==> src/rtl/strap_cfg_consts.svh <==
`ifndef STRAP_CFG_CONSTS_SVH
`define STRAP_CFG_CONSTS_SVH
`define CYC_INDEX 6'h10
`define HPC_INDEX 6'h2A
`define HI_WORD_OFS 8'h04
`define CYC_LO_ADDR {`CYC_INDEX, 2'b00}
`define CYC_HI_ADDR ({`CYC_INDEX, 2'b00} + `HI_WORD_OFS)
`define HPC_LO_ADDR {`HPC_INDEX, 2'b00}
`define HPC_HI_ADDR ({`HPC_INDEX, 2'b00} + `HI_WORD_OFS)
`define MODEL_ADDR 8'h00
`define BIT_TRI 0
`define BIT_BIST 1
`define BIT_IOQ 2
`define BIT_MCE 3
`define BIT_BUS_INIT_SIGNAL 4
`define BIT_CLU_LO 5
`define BIT_CLU_HI 6
`define BIT_PARK 7
`define BIT_AGT_LO 12
`define BIT_AGT_HI 13
`define HPC_RSV_MASK 32'hFFFF_CF00
`define RESP_OKAY 2'h0
`define RESP_SLVERR 2'h2
`endif

==> src/rtl/strap_cfg_pkg.sv <==
package strap_cfg_pkg;
  typedef enum logic [1:0] {
    RD_IDLE = 2'b00,
    RD_RESP = 2'b01
  } rd_state_t;
endpackage

==> src/rtl/strap_capture.sv <==
`timescale 1ns/1ps
`default_nettype none
`include "strap_cfg_consts.svh"
module strap_capture (
  input wire logic clk_sys_i,
  input wire logic rst_i,
  input wire logic [13:0] strap_i,
  output logic [63:0] cfg_o
);
  localparam logic [13:0] RSV_LOW = 14'(`HPC_RSV_MASK);
  logic rst_q;
  // ==========================================
  // capture on reset release, cleared while in reset
  always_ff @(posedge clk_sys_i) begin
    rst_q <= rst_i;
    if (rst_i) begin
      cfg_o <= 64'h0;
    end else if (rst_q) begin
      cfg_o <= {50'h0, strap_i & ~RSV_LOW};
    end
  end
endmodule
`default_nettype wire

==> src/rtl/strap_config_and_cycle_counter_regs.sv <==
`timescale 1ns/1ps
`default_nettype none
`include "strap_cfg_consts.svh"
module strap_config_and_cycle_counter_regs
  import strap_cfg_pkg::*;
#(
  parameter logic LATER_MODEL = 1'b0
) (
  input wire logic clk_sys_i,
  input wire logic rst_i,
  input wire logic mgmt_interrupt_strap_pin_i,
  input wire logic init_strap_pin_i,
  input wire logic addr_strap_seven_i,
  input wire logic addr_strap_nine_i,
  input wire logic addr_strap_ten_i,
  input wire logic addr_strap_eleven_i,
  input wire logic addr_strap_twelve_i,
  input wire logic addr_strap_fifteen_i,
  input wire logic [1:0] bus_request_straps_i,
  input wire logic [7:0] s_axi_awaddr,
  input wire logic s_axi_awvalid,
  output logic s_axi_awready,
  input wire logic [31:0] s_axi_wdata,
  input wire logic [3:0] s_axi_wstrb,
  input wire logic s_axi_wvalid,
  output logic s_axi_wready,
  output logic [1:0] s_axi_bresp,
  output logic s_axi_bvalid,
  input wire logic s_axi_bready,
  input wire logic [7:0] s_axi_araddr,
  input wire logic s_axi_arvalid,
  output logic s_axi_arready,
  output logic [31:0] s_axi_rdata,
  output logic [1:0] s_axi_rresp,
  output logic s_axi_rvalid,
  input wire logic s_axi_rready
);
  logic [13:0] strap;
  logic [63:0] hpc;
  logic [63:0] cycle_count;
  logic later_model;
  logic [7:0] aw_addr;
  logic aw_have;
  logic [31:0] w_data;
  logic [3:0] w_strb;
  logic w_have;
  logic wr_fire;
  rd_state_t rd_state;

  function automatic logic [31:0] merge(input logic [31:0] old, input logic [31:0] nw, input logic [3:0] be);
    logic [31:0] r;
    r = old;
    for (int i = 0; i < 4; i++) begin
      if (be[i]) begin
        r[i*8 +: 8] = nw[i*8 +: 8];
      end
    end
    return r;
  endfunction

  function automatic logic is_mapped(input logic [7:0] a);
    logic hit;
    if (a == `CYC_LO_ADDR || a == `CYC_HI_ADDR) begin
      hit = 1'b1;
    end else if (a == `HPC_LO_ADDR || a == `HPC_HI_ADDR) begin
      hit = 1'b1;
    end else if (a == `MODEL_ADDR) begin
      hit = 1'b1;
    end else begin
      hit = 1'b0;
    end
    return hit;
  endfunction

  // ==========================================
  // strap capture
  always_comb begin
    strap = '0;
    strap[`BIT_TRI] = mgmt_interrupt_strap_pin_i;
    strap[`BIT_BIST] = init_strap_pin_i;
    strap[`BIT_IOQ] = addr_strap_seven_i;
    strap[`BIT_MCE] = addr_strap_nine_i;
    strap[`BIT_BUS_INIT_SIGNAL] = addr_strap_ten_i;
    strap[`BIT_CLU_LO] = addr_strap_eleven_i;
    strap[`BIT_CLU_HI] = addr_strap_twelve_i;
    strap[`BIT_PARK] = addr_strap_fifteen_i;
    strap[`BIT_AGT_HI:`BIT_AGT_LO] = bus_request_straps_i;
  end

  strap_capture u_cap (
    .clk_sys_i(clk_sys_i),
    .rst_i(rst_i),
    .strap_i(strap),
    .cfg_o(hpc)
  );

  // ==========================================
  // model select, loaded from LATER_MODEL at reset, then set by writes to MODEL_ADDR
  always_ff @(posedge clk_sys_i) begin
    if (rst_i) begin
      later_model <= LATER_MODEL;
    end else if (wr_fire && aw_addr == `MODEL_ADDR && w_strb[0]) begin
      later_model <= w_data[0];
    end
  end

  // ==========================================
  // write channel
  assign wr_fire = aw_have && w_have && !s_axi_bvalid;

  always_ff @(posedge clk_sys_i) begin
    if (rst_i) begin
      aw_have <= 1'b0;
      w_have <= 1'b0;
      aw_addr <= 8'h00;
      w_data <= 32'h0;
      w_strb <= 4'h0;
      s_axi_awready <= 1'b0;
      s_axi_wready <= 1'b0;
      s_axi_bvalid <= 1'b0;
      s_axi_bresp <= `RESP_OKAY;
    end else begin
      s_axi_awready <= !aw_have && !(s_axi_awvalid && s_axi_awready) && !s_axi_bvalid;
      s_axi_wready <= !w_have && !(s_axi_wvalid && s_axi_wready) && !s_axi_bvalid;
      if (s_axi_awvalid && s_axi_awready) begin
        aw_have <= 1'b1;
        aw_addr <= s_axi_awaddr;
      end
      if (s_axi_wvalid && s_axi_wready) begin
        w_have <= 1'b1;
        w_data <= s_axi_wdata;
        w_strb <= s_axi_wstrb;
      end
      if (wr_fire) begin
        aw_have <= 1'b0;
        w_have <= 1'b0;
        s_axi_bvalid <= 1'b1;
        if (is_mapped(aw_addr)) begin
          s_axi_bresp <= `RESP_OKAY;
        end else begin
          s_axi_bresp <= `RESP_SLVERR;
        end
      end else if (s_axi_bvalid && s_axi_bready) begin
        s_axi_bvalid <= 1'b0;
      end
    end
  end

  // ==========================================
  // cycle counter
  always_ff @(posedge clk_sys_i) begin
    if (rst_i) begin
      cycle_count <= 64'h0;
    end else if (wr_fire && aw_addr == `CYC_LO_ADDR) begin
      if (later_model) begin
        cycle_count <= {cycle_count[63:32], merge(cycle_count[31:0], w_data, w_strb)};
      end else begin
        cycle_count <= {32'h0, merge(cycle_count[31:0], w_data, w_strb)};
      end
    end else if (wr_fire && aw_addr == `CYC_HI_ADDR && later_model) begin
      cycle_count <= {merge(cycle_count[63:32], w_data, w_strb), cycle_count[31:0]};
    end else begin
      cycle_count <= cycle_count + 64'h1;
    end
  end

  // ==========================================
  // read channel, hpc writes ignored
  always_ff @(posedge clk_sys_i) begin
    if (rst_i) begin
      rd_state <= RD_IDLE;
      s_axi_arready <= 1'b0;
      s_axi_rvalid <= 1'b0;
      s_axi_rdata <= 32'h0;
      s_axi_rresp <= `RESP_OKAY;
    end else begin
      case (rd_state)
        RD_IDLE: begin
          s_axi_arready <= !(s_axi_arvalid && s_axi_arready);
          if (s_axi_arvalid && s_axi_arready) begin
            rd_state <= RD_RESP;
            s_axi_rvalid <= 1'b1;
            s_axi_rresp <= `RESP_OKAY;
            if (s_axi_araddr == `CYC_LO_ADDR) begin
              s_axi_rdata <= cycle_count[31:0];
            end else if (s_axi_araddr == `CYC_HI_ADDR) begin
              s_axi_rdata <= cycle_count[63:32];
            end else if (s_axi_araddr == `HPC_LO_ADDR) begin
              s_axi_rdata <= hpc[31:0] & ~`HPC_RSV_MASK;
            end else if (s_axi_araddr == `HPC_HI_ADDR) begin
              s_axi_rdata <= 32'h0;
            end else if (s_axi_araddr == `MODEL_ADDR) begin
              s_axi_rdata <= {31'h0, later_model};
            end else begin
              s_axi_rdata <= 32'h0;
              s_axi_rresp <= `RESP_SLVERR;
            end
          end
        end
        RD_RESP: begin
          s_axi_arready <= 1'b0;
          if (s_axi_rready) begin
            s_axi_rvalid <= 1'b0;
            rd_state <= RD_IDLE;
          end
        end
        default: begin
          rd_state <= RD_IDLE;
        end
      endcase
    end
  end

  for (genvar b = `BIT_TRI; b <= `BIT_PARK; b++) begin : g_bit_chk

  end
endmodule
`default_nettype wire

==> config.mk <==
export PLATFORM = sky130hd
export DESIGN_NAME = strap_config_and_cycle_counter_regs
export DESIGN_NICKNAME = d
export VERILOG_FILES = /design/src/rtl/strap_cfg_pkg.sv /design/src/rtl/strap_capture.sv /design/src/rtl/strap_config_and_cycle_counter_regs.sv
export VERILOG_INCLUDE_DIRS = /design/src /design/src/rtl
export SDC_FILE = /design/constraint.sdc
export NUM_CORES = 1
export LEC_CHECK = 0
export ABC_AREA = 1
export BUFFER_PORTS_ARGS = -buffer_cell sky130_fd_sc_hd__buf_2
export CAP_MARGIN = 20
export CORE_MARGIN = 2
export CORE_UTILIZATION = 23
export CTS_CLUSTER_DIAMETER = 100
export DETAILED_ROUTE_END_ITERATION = 16
export PLACE_DENSITY_LB_ADDON = 0.05
export SLEW_MARGIN = 25
export SYNTH_ARGS = -nofsm -noshare
export SYNTH_HDL_FRONTEND = slang
export SYNTH_HIERARCHICAL = 1
export SYNTH_SLANG_ARGS = --single-unit
==> constraint.sdc <==
create_clock -name clk_sys_i -period 4.1 [get_ports clk_sys_i]
set_input_delay 0.615 -clock clk_sys_i [delete_from_list [all_inputs] [get_ports clk_sys_i]]
set_output_delay 0.615 -clock clk_sys_i [all_outputs]
set_load 0.05 [all_outputs]
After elaboration in Yosys (flattened, before gate mapping)
Index checks and enable logic that the tools add are counted.

word-level totals
  register bits after elaboration = 165
  bits of input ports = 69
  output and inout port bits = 41
  logic and storage cells = 112

operators by class
  $add $sub $neg = 1
  eq/ne operators = 17
  mux-type cells = 36
  reductions and logical operators = 36

operator list
  operator                 number
  $mux W64                 3
  $add A64 B1 Y64 const B  1
  $mux W32                 2
  $mux W8                  8
  $eq A8 B7 Y1 const B     4
  $eq A8 B8 Y1 const B     4
  $logic_not A8 Y1         2
  $mux W2                  8
  $logic_and A1 B1 Y1      15
  $mux W14                 1
  $ne A3 B3 Y1 const B     4
  $reduce_and A2 Y1        6
  $mux W1                  11
  $ne A2 B2 Y1 const B     4
  $logic_not A1 Y1         6
  $pmux W1 S2              2
  $pmux W2 S2              1
  $reduce_bool A2 Y1       2
  $reduce_and A3 Y1        1
  $eq A2 B1 Y1 const B     1
  $logic_not A2 Y1         1
  $logic_or A1 B1 Y1       2
  $reduce_or A2 Y1         1

Depth between registers and ports, before layout
Gate-level depths: netlist of the first run.

  depth in word-level cells = 7
  depth in mapped cells = 12
  mapped depth without buffers = 12

Modules after synthesis
The synthesis of the first run kept the hierarchy.

by module, submodules not included
  module                               times used  cells an instance  area an instance (µm²)  sequential area each (µm²)
  strap_config_and_cycle_counter_regs  1           1435               8728.4                  3002.9
  strap_capture                        1           119                848.3                   220.2

Worst setup path before layout of the first run
OpenSTA, ideal clock, no wires.

  path type = register -> register
  from = reg s_axi_bvalid
  to = reg cycle_count[24]
  setup time = 118 ps
  data arrival time = 1738 ps
  data required time = 3982 ps
  path slack = 2244 ps
  cell stages (with the launch flop) = 12
  path buffers = 2
  period minus slack after synthesis = 1856 ps
  cells stage by stage = dfxtp_1 inv_1 nand3_1 inv_2 nand2_2 buf_6 inv_8 nand2_4 buf_6 inv_1 nor3_1 nor2_1

between the ends
  longest elaborated chain between the ends = 5
  elaborated cells on any way between the ends = 7
  classes of those cells = 1 x eq/ne; 1 x mux; 5 x reduce/logical

ends and longest elaborated chain
  what                                  RTL line                                    source
  from (decl)                           strap_config_and_cycle_counter_regs.sv:28   output logic s_axi_bvalid,
  from (signal assigned)                strap_config_and_cycle_counter_regs.sv:120  s_axi_bvalid <= 1'b0;
  from (signal assigned)                strap_config_and_cycle_counter_regs.sv:137  s_axi_bvalid <= 1'b1;
  from (signal assigned)                strap_config_and_cycle_counter_regs.sv:144  s_axi_bvalid <= 1'b0;
  $logic_not A1 Y1 (*)                  strap_config_and_cycle_counter_regs.sv:109  assign wr_fire = aw_have && w_have && !s_axi_bvalid;
  $logic_and A1 B1 Y1 (*)               strap_config_and_cycle_counter_regs.sv:109
  $logic_and A1 B1 Y1 (no source line)  n/a
  $logic_and A1 B1 Y1                   strap_config_and_cycle_counter_regs.sv:160  end else if (wr_fire && aw_addr == `CYC_HI_ADDR && later_model) begin
  $ne A2 B2 Y1 (no source line)         n/a
  to (signal assigned)                  strap_config_and_cycle_counter_regs.sv:158  cycle_count <= {32'h0, merge(cycle_count[31:0], w_data, w_strb)};
  to (signal assigned)                  strap_config_and_cycle_counter_regs.sv:161  cycle_count <= {merge(cycle_count[63:32], w_data, w_strb), cycle_count[31:0]};
  to (signal assigned)                  strap_config_and_cycle_counter_regs.sv:163  cycle_count <= cycle_count + 64'h1;
  to (decl)                             strap_config_and_cycle_counter_regs.sv:40   logic [63:0] cycle_count;

Every way passes the cells marked *; elsewhere a longest branch is shown, timed or not.
A chain may end at the register's enable or synchronous reset.

Worst setup path after layout of the first run
  from = reg aw_addr[6]
  to = reg cycle_count[54]

between the ends
  longest elaborated chain between the ends = 5
  elaborated cells on any way between the ends = 10
  classes of those cells = 4 x eq/ne; 2 x mux; 4 x reduce/logical

ends and longest elaborated chain
  what                                                                   RTL line                                    source
  from (decl)                                                            strap_config_and_cycle_counter_regs.sv:42   logic [7:0] aw_addr;
  from (signal assigned)                                                 strap_config_and_cycle_counter_regs.sv:127  aw_addr <= s_axi_awaddr;
  $eq A8 B7 Y1 (no source line)                                          n/a
  $logic_and A1 B1 Y1 (no source line)                                   n/a
  $logic_and A1 B1 Y1                                                    strap_config_and_cycle_counter_regs.sv:160
  $ne A3 B3 Y1 (no source line) / $mux W64 (equally long branches)       n/a
  $reduce_and A2 Y1 (no source line) / $mux W64 (equally long branches)  n/a

Parallel ways exist; a longest one is shown, timed or not. The select of a mux whose other input is x is not followed.

==> results of run 1 <==
==> power by group <==
part | switching [mW] | internal [mW]
logic | 0.272 | 0.115
clock network | 0.710 | 0.956
registers | 0.0646 | 1.64
total | 1.05 | 2.71
==> metrics by stage <==
| step | hold slack, ns | instances | worst slack (ns) |
|---|---|---|---|
| 6_report | 0.356 | 2124 | 1.49 |
| 5_1_grt | 0.341 | 2124 | 1.33 |
| 3_3_place_gp | 0.452 | 2092 | 1.46 |
| 2_1_floorplan | 0.423 | 1500 | 2.24 |
| 3_5_place_dp | 0.444 | 2092 | 1.37 |
| 4_1_cts | 0.332 | 2124 | 1.48 |
==> worst max-delay path: stages (launching register included) <==
cell and delay [ns]:
dfxtp_1 0.40, nand4_2 0.19, nor2_4 0.20, nand3_2 0.45
o21ai_1 0.96, nor2_1 0.11, nand2_1 0.10, a21oi_1 0.05
==> final cells by class <==
| class | instances | area, sq um |
|---|---|---|
| Clock inverter | 10 | 136 |
| Tap cell | 525 | 657 |
| Clock buffer | 22 | 444 |
| Timing Repair Buffer | 115 | 608 |
| Fill cell | 4562 | 28800 |
| Multi-Input combinational cell | 1145 | 5150 |
| Inverter | 146 | 556 |
| Sequential cell | 161 | 3220 |
==> state kept, by name, indices dropped and copies added, names as in the netlist, 4 cells and up <==
register	flops
aw_addr	8
cycle_count	64
s_axi_rdata	32
u_cap/cfg_o	10
w_data	32
w_strb	4
==> layer usage <==
| layer | global-route usage, % | vias up | wire length [um] |
|---|---|---|---|
| li1 | - | 4956 | - |
| met3 | 3.28 | 25 | 1820 |
| met2 | 30.7 | 242 | 17300 |
| met1 | 27.7 | 4489 | 20000 |
| met5 | 0 | - | 0 |
| met4 | 4.80 | 0 | 557 |
==> worst paths after layout <==
path / slack, ns / cells after the start / endpoint
max: 1.49 / 7 / cycle_count[54]
min: 0.36 / 2 / s_axi_rvalid
max reg2reg: 1.49 / 7 / cycle_count[54]
min reg2reg: 0.45 / 1 / s_axi_wready
==> cells in the final DEF, fill, tap and decap left out, types with 17 or more instances in the layout <==
cell       count
o21ai_0      116
clkbuf_16     17
nand2_1      359
o211ai_1      26
dfxtp_1      161
nand3_1       83
buf_2        107
nor2_1       380
inv_1        136
a21oi_1       68
==> results list, run 1 <==
* Max-slew violation count: 0
- The first global-routing pass estimated 60.4 mm of wire.
- Final clock period utilization by the worst path: 63.7%
- Skew-Pair Late Insertion Delay: 0.45 ns
- Number of sinks handled by clock tree synthesis: 161
* RSZ-0062 raised after global routing: false
* Number of gates resized after cts: 0
- Wirelength, routed: 39.7 mm
- Along the worst path, the maximum fanout reaches 22.
- Global routing finished with a remaining overflow of 0.
* DP Area: 10200 sq um
- Pin placement for this block handled 110 I/O pins.
- The die covers between 40000 and 50000 sq um.
- The worst-case IR drop observed on VDD is 0.263 mV.
- Number of vias per cell after detailed routing: 4.57
* Half-perimeter wire length after detailed placement: 30.9 mm
- The critical path starts at aw_addr[6].
* Routed length per instance: between 15 and 20 um
- Design Power: 3.75 mW
- The congestion estimate from routability-driven global placement came to ~0.89.
- Routed Antenna Nets: 0
* Leak pwr: 4.42 nW
* Mapped Cells: 1499
* Worst Skew: 0.0130 ns
* Max clock buf depth: 2
* Remaining max-slew budget at the tightest pin: about a third
- Type of element capturing the critical path: register
* Final non-filler cell area: 10800 sq um
- Area overhead of the layout relative to synthesis: 17.5%
* Fmax achieved: 383 MHz
- At the worst endpoint, the arrival time is about 2.9 ns.
* Total negative slack for setup checks: 0 ns
* Status: finished, final reports clean
- The startpoint identified for the worst hold timing path is s_axi_rready.
* Via count: 9712
- The H-tree generated during clock tree synthesis spans 4 levels.
* Max-cap violations: 0
- Die extent in y: 204 um
* Min Clock Period, post-route: 2.61 ns
- Area of the core region: 39500 sq um
* Total CTS buffers: 17
- For this run, the post-layout net count is 1656.
- Setup violations remaining at the end of the flow were counted as 0.
- Maximum number of pins on one net before global-route repair: 95
- TritonCTS built the clock tree.
* Share of the core filled with cells: around 27%
- Vias in the first global route: 9562
- Port buffering added 107 buffers.
* Cell at the root of the clock tree: clkbuf_16
* Number of antenna diodes: 0
- Clk slew on worst S/H paths: around 0.07 ns
- From left edge to right edge, the die measures about 200 um.
- The post-route netlist has between 10 and 15% of its cells at a drive strength greater than 1.
- Data required time at the worst endpoint: 4.41 ns
- In this run, post-CTS hold repair placed 0 buffers.
* DRC violations left: 0
* Starting utilization of the core area: 23.2%
* Hold violation count in the final report: 0
* Number of iterations in the first detailed-routing pass: 5
- For the pin with the worst max-slew slack, the measured transition is 0.984 ns.
- Start of the worst register-to-register path: aw_addr[6]
- Antenna violations before repair: 0
- STA classifies the critical path startpoint as a register.
* Total routing resource utilization after global routing: 19.5%
- For this block, the initial DRC count from the detailed router was 697.
- In this run the core area contains 73 standard-cell rows.
- Syn Std Cell Area: just over 9000 sq um
- Number of warnings reported in the yosys synthesis log: 6
- Cell area power density: roughly 350 nW/um^2
- The worst setup path is of the register to register kind.
- The worst hold path belongs to the class primary input to register.
* Post-Synthesis Mean Instance Area: 6.12 sq um
- # Post-CTS Setup Buffers: 0
Power figures use the tool's default switching activity.
==> inputs of run 2 (changes only) <==
clock period = 2.35 ns   (was 4.1 ns; I/O delays follow)
==> run 2 against run 1 <==
  * Clock skew up 0.0028 ns
  * Power up 77%
  * Sequential share of layout area down 1.2 points
  * Register-to-register slack worse by 1.4 ns
  * Final cell count up 2.4%
  * Critical path depth up 3
  * Combinational power up 79%
  * Hold slack worse by 0.27 ns
  * Via count up 2.4%
  * Fmax up 16%
  * Sequential power up 74%
  * Utilization up 1.1 points
  * Critical path type unchanged
  * Critical endpoint is now cycle_count[38]
==> results list, run 2 (synthesis gave the netlist of run 1 again) <==
- Status: finished, final reports clean
* Setup-violating endpoint count in the final report: 0 (unchanged)
- Cell at the root of the clock tree: clkbuf_16
* Routability-driven placement congestion ratio: 0.916 (+3.3%)
- The number of max-cap violations was 0 (unchanged).
* Number of antenna diodes: 0 (unchanged)
- Final non-filler cell area: 11200 sq um (+4.0%)
- The leakage power of the design was 4.72 nW (+6.6%).
- Worst hold-check slack: 0.0819 ns (-0.274 ns)
* WP buf/inv: 1 (+1)
- The total clock buffers created by CTS was 17 (unchanged).
- The wire length after detailed routing was 40.9 mm (+2.9%).
- # hold bufs at CTS: 0 (unchanged)
- Register ranked first by flip-flop count: cycle_count
- The max-slew headroom at the worst pin was 41.1% (+7.2 points).
- The clock skew after layout is 0.0158 ns (+0.00279 ns).
* Type of element capturing the critical path: register
* Global-route wire length before repair: 61.9 mm (+2.6%)
- The number of flip-flops under the largest register name was 64 (unchanged).
- The fraction of layout instances using a drive strength above 1 is 15.7% (+3.1 points).
- Total routing resource utilization after global routing: 20.2% (+0.63 points)
- The top cell types in the final layout, fill and taps aside, are 380 x nor2_1, 359 x nand2_1, 161 x dfxtp_1.
- The maximum clock frequency was 445 MHz (+16%).
* Area overhead of the layout relative to synthesis: 22.2%
- The worst setup path is of the register to register kind.
* Critical path, cell by cell: nand2_1 -> nor2_1 -> nand2_1 -> nor2_1 -> nand2_1 -> buf_4 -> o21ai_0 -> nand3_1 -> nand2_1 -> a21oi_1
- DP Area: 10600 sq um (+4.0%)
* Max-slew violation count: 0 (unchanged)
- Min Clock Period, post-route: 2.25 ns (-0.366 ns)
- I/O pin total: 110 (unchanged)
- The maximum number of pins on one net before global-route repair came to 74 (-22%).
- The hold-critical path depth came to 2 (unchanged).
- Chip Width: 204 um (unchanged)
- The post-route clock period utilization is 95.6% (+32 points).
* Longest individual stage delay on the worst path: 0.57 ns (-0.39 ns)
* Kind of start point of the critical path: register
* Number of iterations in the first detailed-routing pass: 5 (unchanged)
- The violation count after the first detailed-route iteration is 635 (-8.9%).
* Max clock buf depth: 2 (unchanged)
* Worst Reg-to-Reg Cells: 10 (+3)
- The worst register-to-register path ends at cycle_count[38].
- Die extent in y: 204 um (unchanged)
- The final global-route overflow total was 0 (unchanged).
* Largest registers: cycle_count (64), s_axi_rdata (32), w_data (32)
- Critical path data arrival time: 2.58 ns (-0.34 ns)
- The power per standard cell area came to 594 nW/um^2 (+70%).
* Via count: 9947 (+2.4%)
- Number of placement rows: 73 (unchanged)
* Starting utilization of the core area: 23.2% (unchanged)
- The remaining antenna violation count after routing came to 0 (unchanged).
- The largest driver fanout on the critical path is 5 (-77%).
- The die outline area is 41500 sq um (unchanged).
- Design Power: 6.65 mW (+77%)
- The sink count of the clock tree came to 161 (unchanged).
- The initial antenna violation count is 1 (+1).
- Worst path slowest cell: dfxtp_1
- The core region area was 39500 sq um (unchanged).
- Cell family with the largest share of critical-path delay: simple AND/OR/NAND/NOR gates
- Worst supply voltage drop on vdd: 0.470 mV (+79%)
* End point of the most critical hold path: s_axi_rvalid
- Half-perimeter wire length after detailed placement: 32.2 mm (+4.2%)
- Fin nets: 1708 (+3.1%)
- Share of the core filled with cells: 28.3% (+1.1 points)
- The worst-case setup slack after placement came to 0.0953 ns (-1.27 ns).
- The clock transition at the register clock pins on the worst setup and hold paths after CTS is 0.07 ns (about the same).
- Vias in the first global route: 9751 (+2.0%)
* CP Depth: 10 (+3)
- Skew-Pair Late Insertion Delay: 0.46 ns (about the same)
- The slack of the critical path came to 0.103 ns (-1.38 ns).
- The final cell count without fillers was 2176 (+2.4%).
* DRC violations left: 0 (unchanged)
- Number of vias per cell after detailed routing: 4.57 (about the same)
- Data required time at the worst endpoint: 2.69 ns (-1.72 ns)
- The worst hold path belongs to the class primary input to register.
* Routed length per instance: 18.8 um (+0.45%)
- The worst-margin pin slew is 0.877 ns (-0.107 ns).
* Maximum level of the CTS H-tree: 4 (unchanged)
- Worst min-delay path startpoint: s_axi_rready
- The library cell used most frequently in the layout, excluding fill and tap cells, is nor2_1.
* RSZ-0062 raised after global routing: false
- Start of the worst register-to-register path: cycle_count[27]
- Number of buffers added on ports: 107 (unchanged)
* Instance count after placement with tap cells included: 2144 (+2.5%)
- TritonCTS clock tree: yes
- Most used cell, CP: nand2_1
- The final setup TNS came to 0 ns (unchanged).
* Setup slack of the worst register-to-register path: 0.10 ns (-1.38 ns)
- The final-report hold violation count is 0 (unchanged).
## run 2: changes by cell type in the layout (fill, tap and decap cells not counted), moves of 2 or more
cell,delta
clkinv_2,-3
inv_6,+7
clkbuf_1,-5
buf_4,+51
inv_8,+2
## run 2: power breakdown
group	switching, mW	internal, mW	total (mW)
clock	1.37	1.63	3.00
combinational	0.481	0.211	0.692
sequential	0.107	2.85	2.96
## run 2: worst register-to-register path: cells and delay by family (launching register included)
kind / cells / cell delay (ns)
compound gates: 2 / 0.20
buf+inv: 1 / 0.20
flops: 1 / 0.57
simple gates: 7 / 1.15
## run 2: worst max path at each step
stage               startpoint         endpoint  slack (ns)
2_1_floorplan     s_axi_bvalid  cycle_count[24]        0.49
3_5_place_dp        aw_addr[0]  cycle_count[51]         0.1
4_1_cts             aw_addr[0]  cycle_count[51]         0.1
3_3_place_gp        aw_addr[0]  cycle_count[51]        0.12
5_1_grt        cycle_count[27]  cycle_count[46]        0.01
6_report       cycle_count[27]  cycle_count[38]        0.10
## run 2: what timing repair did
action                     in CTS  in global routing
setup endpoints to repair       0                  4
hold endpoints to repair        0                  0
gates resized for setup         0                  3
buffers inserted                0                  0
## run 2: area by class of cell
type                            count  area, sq um
Clock buffer                       18          439
Timing Repair Buffer              167         1010
Tap cell                          525          657
Clock inverter                     14          168
Multi-Input combinational cell   1145         5150
Sequential cell                   161         3220
Inverter                          146          558
Fill cell                        4526        28300
## run 2: per-layer routing
metal	vias to the layer above	share of wire (%)	track usage, %
met4	0	2.4	6.52
li1	5057	-	-
met1	4636	50	29.0
met5	-	0	0
met3	39	3.9	3.40
met2	215	43	30.4
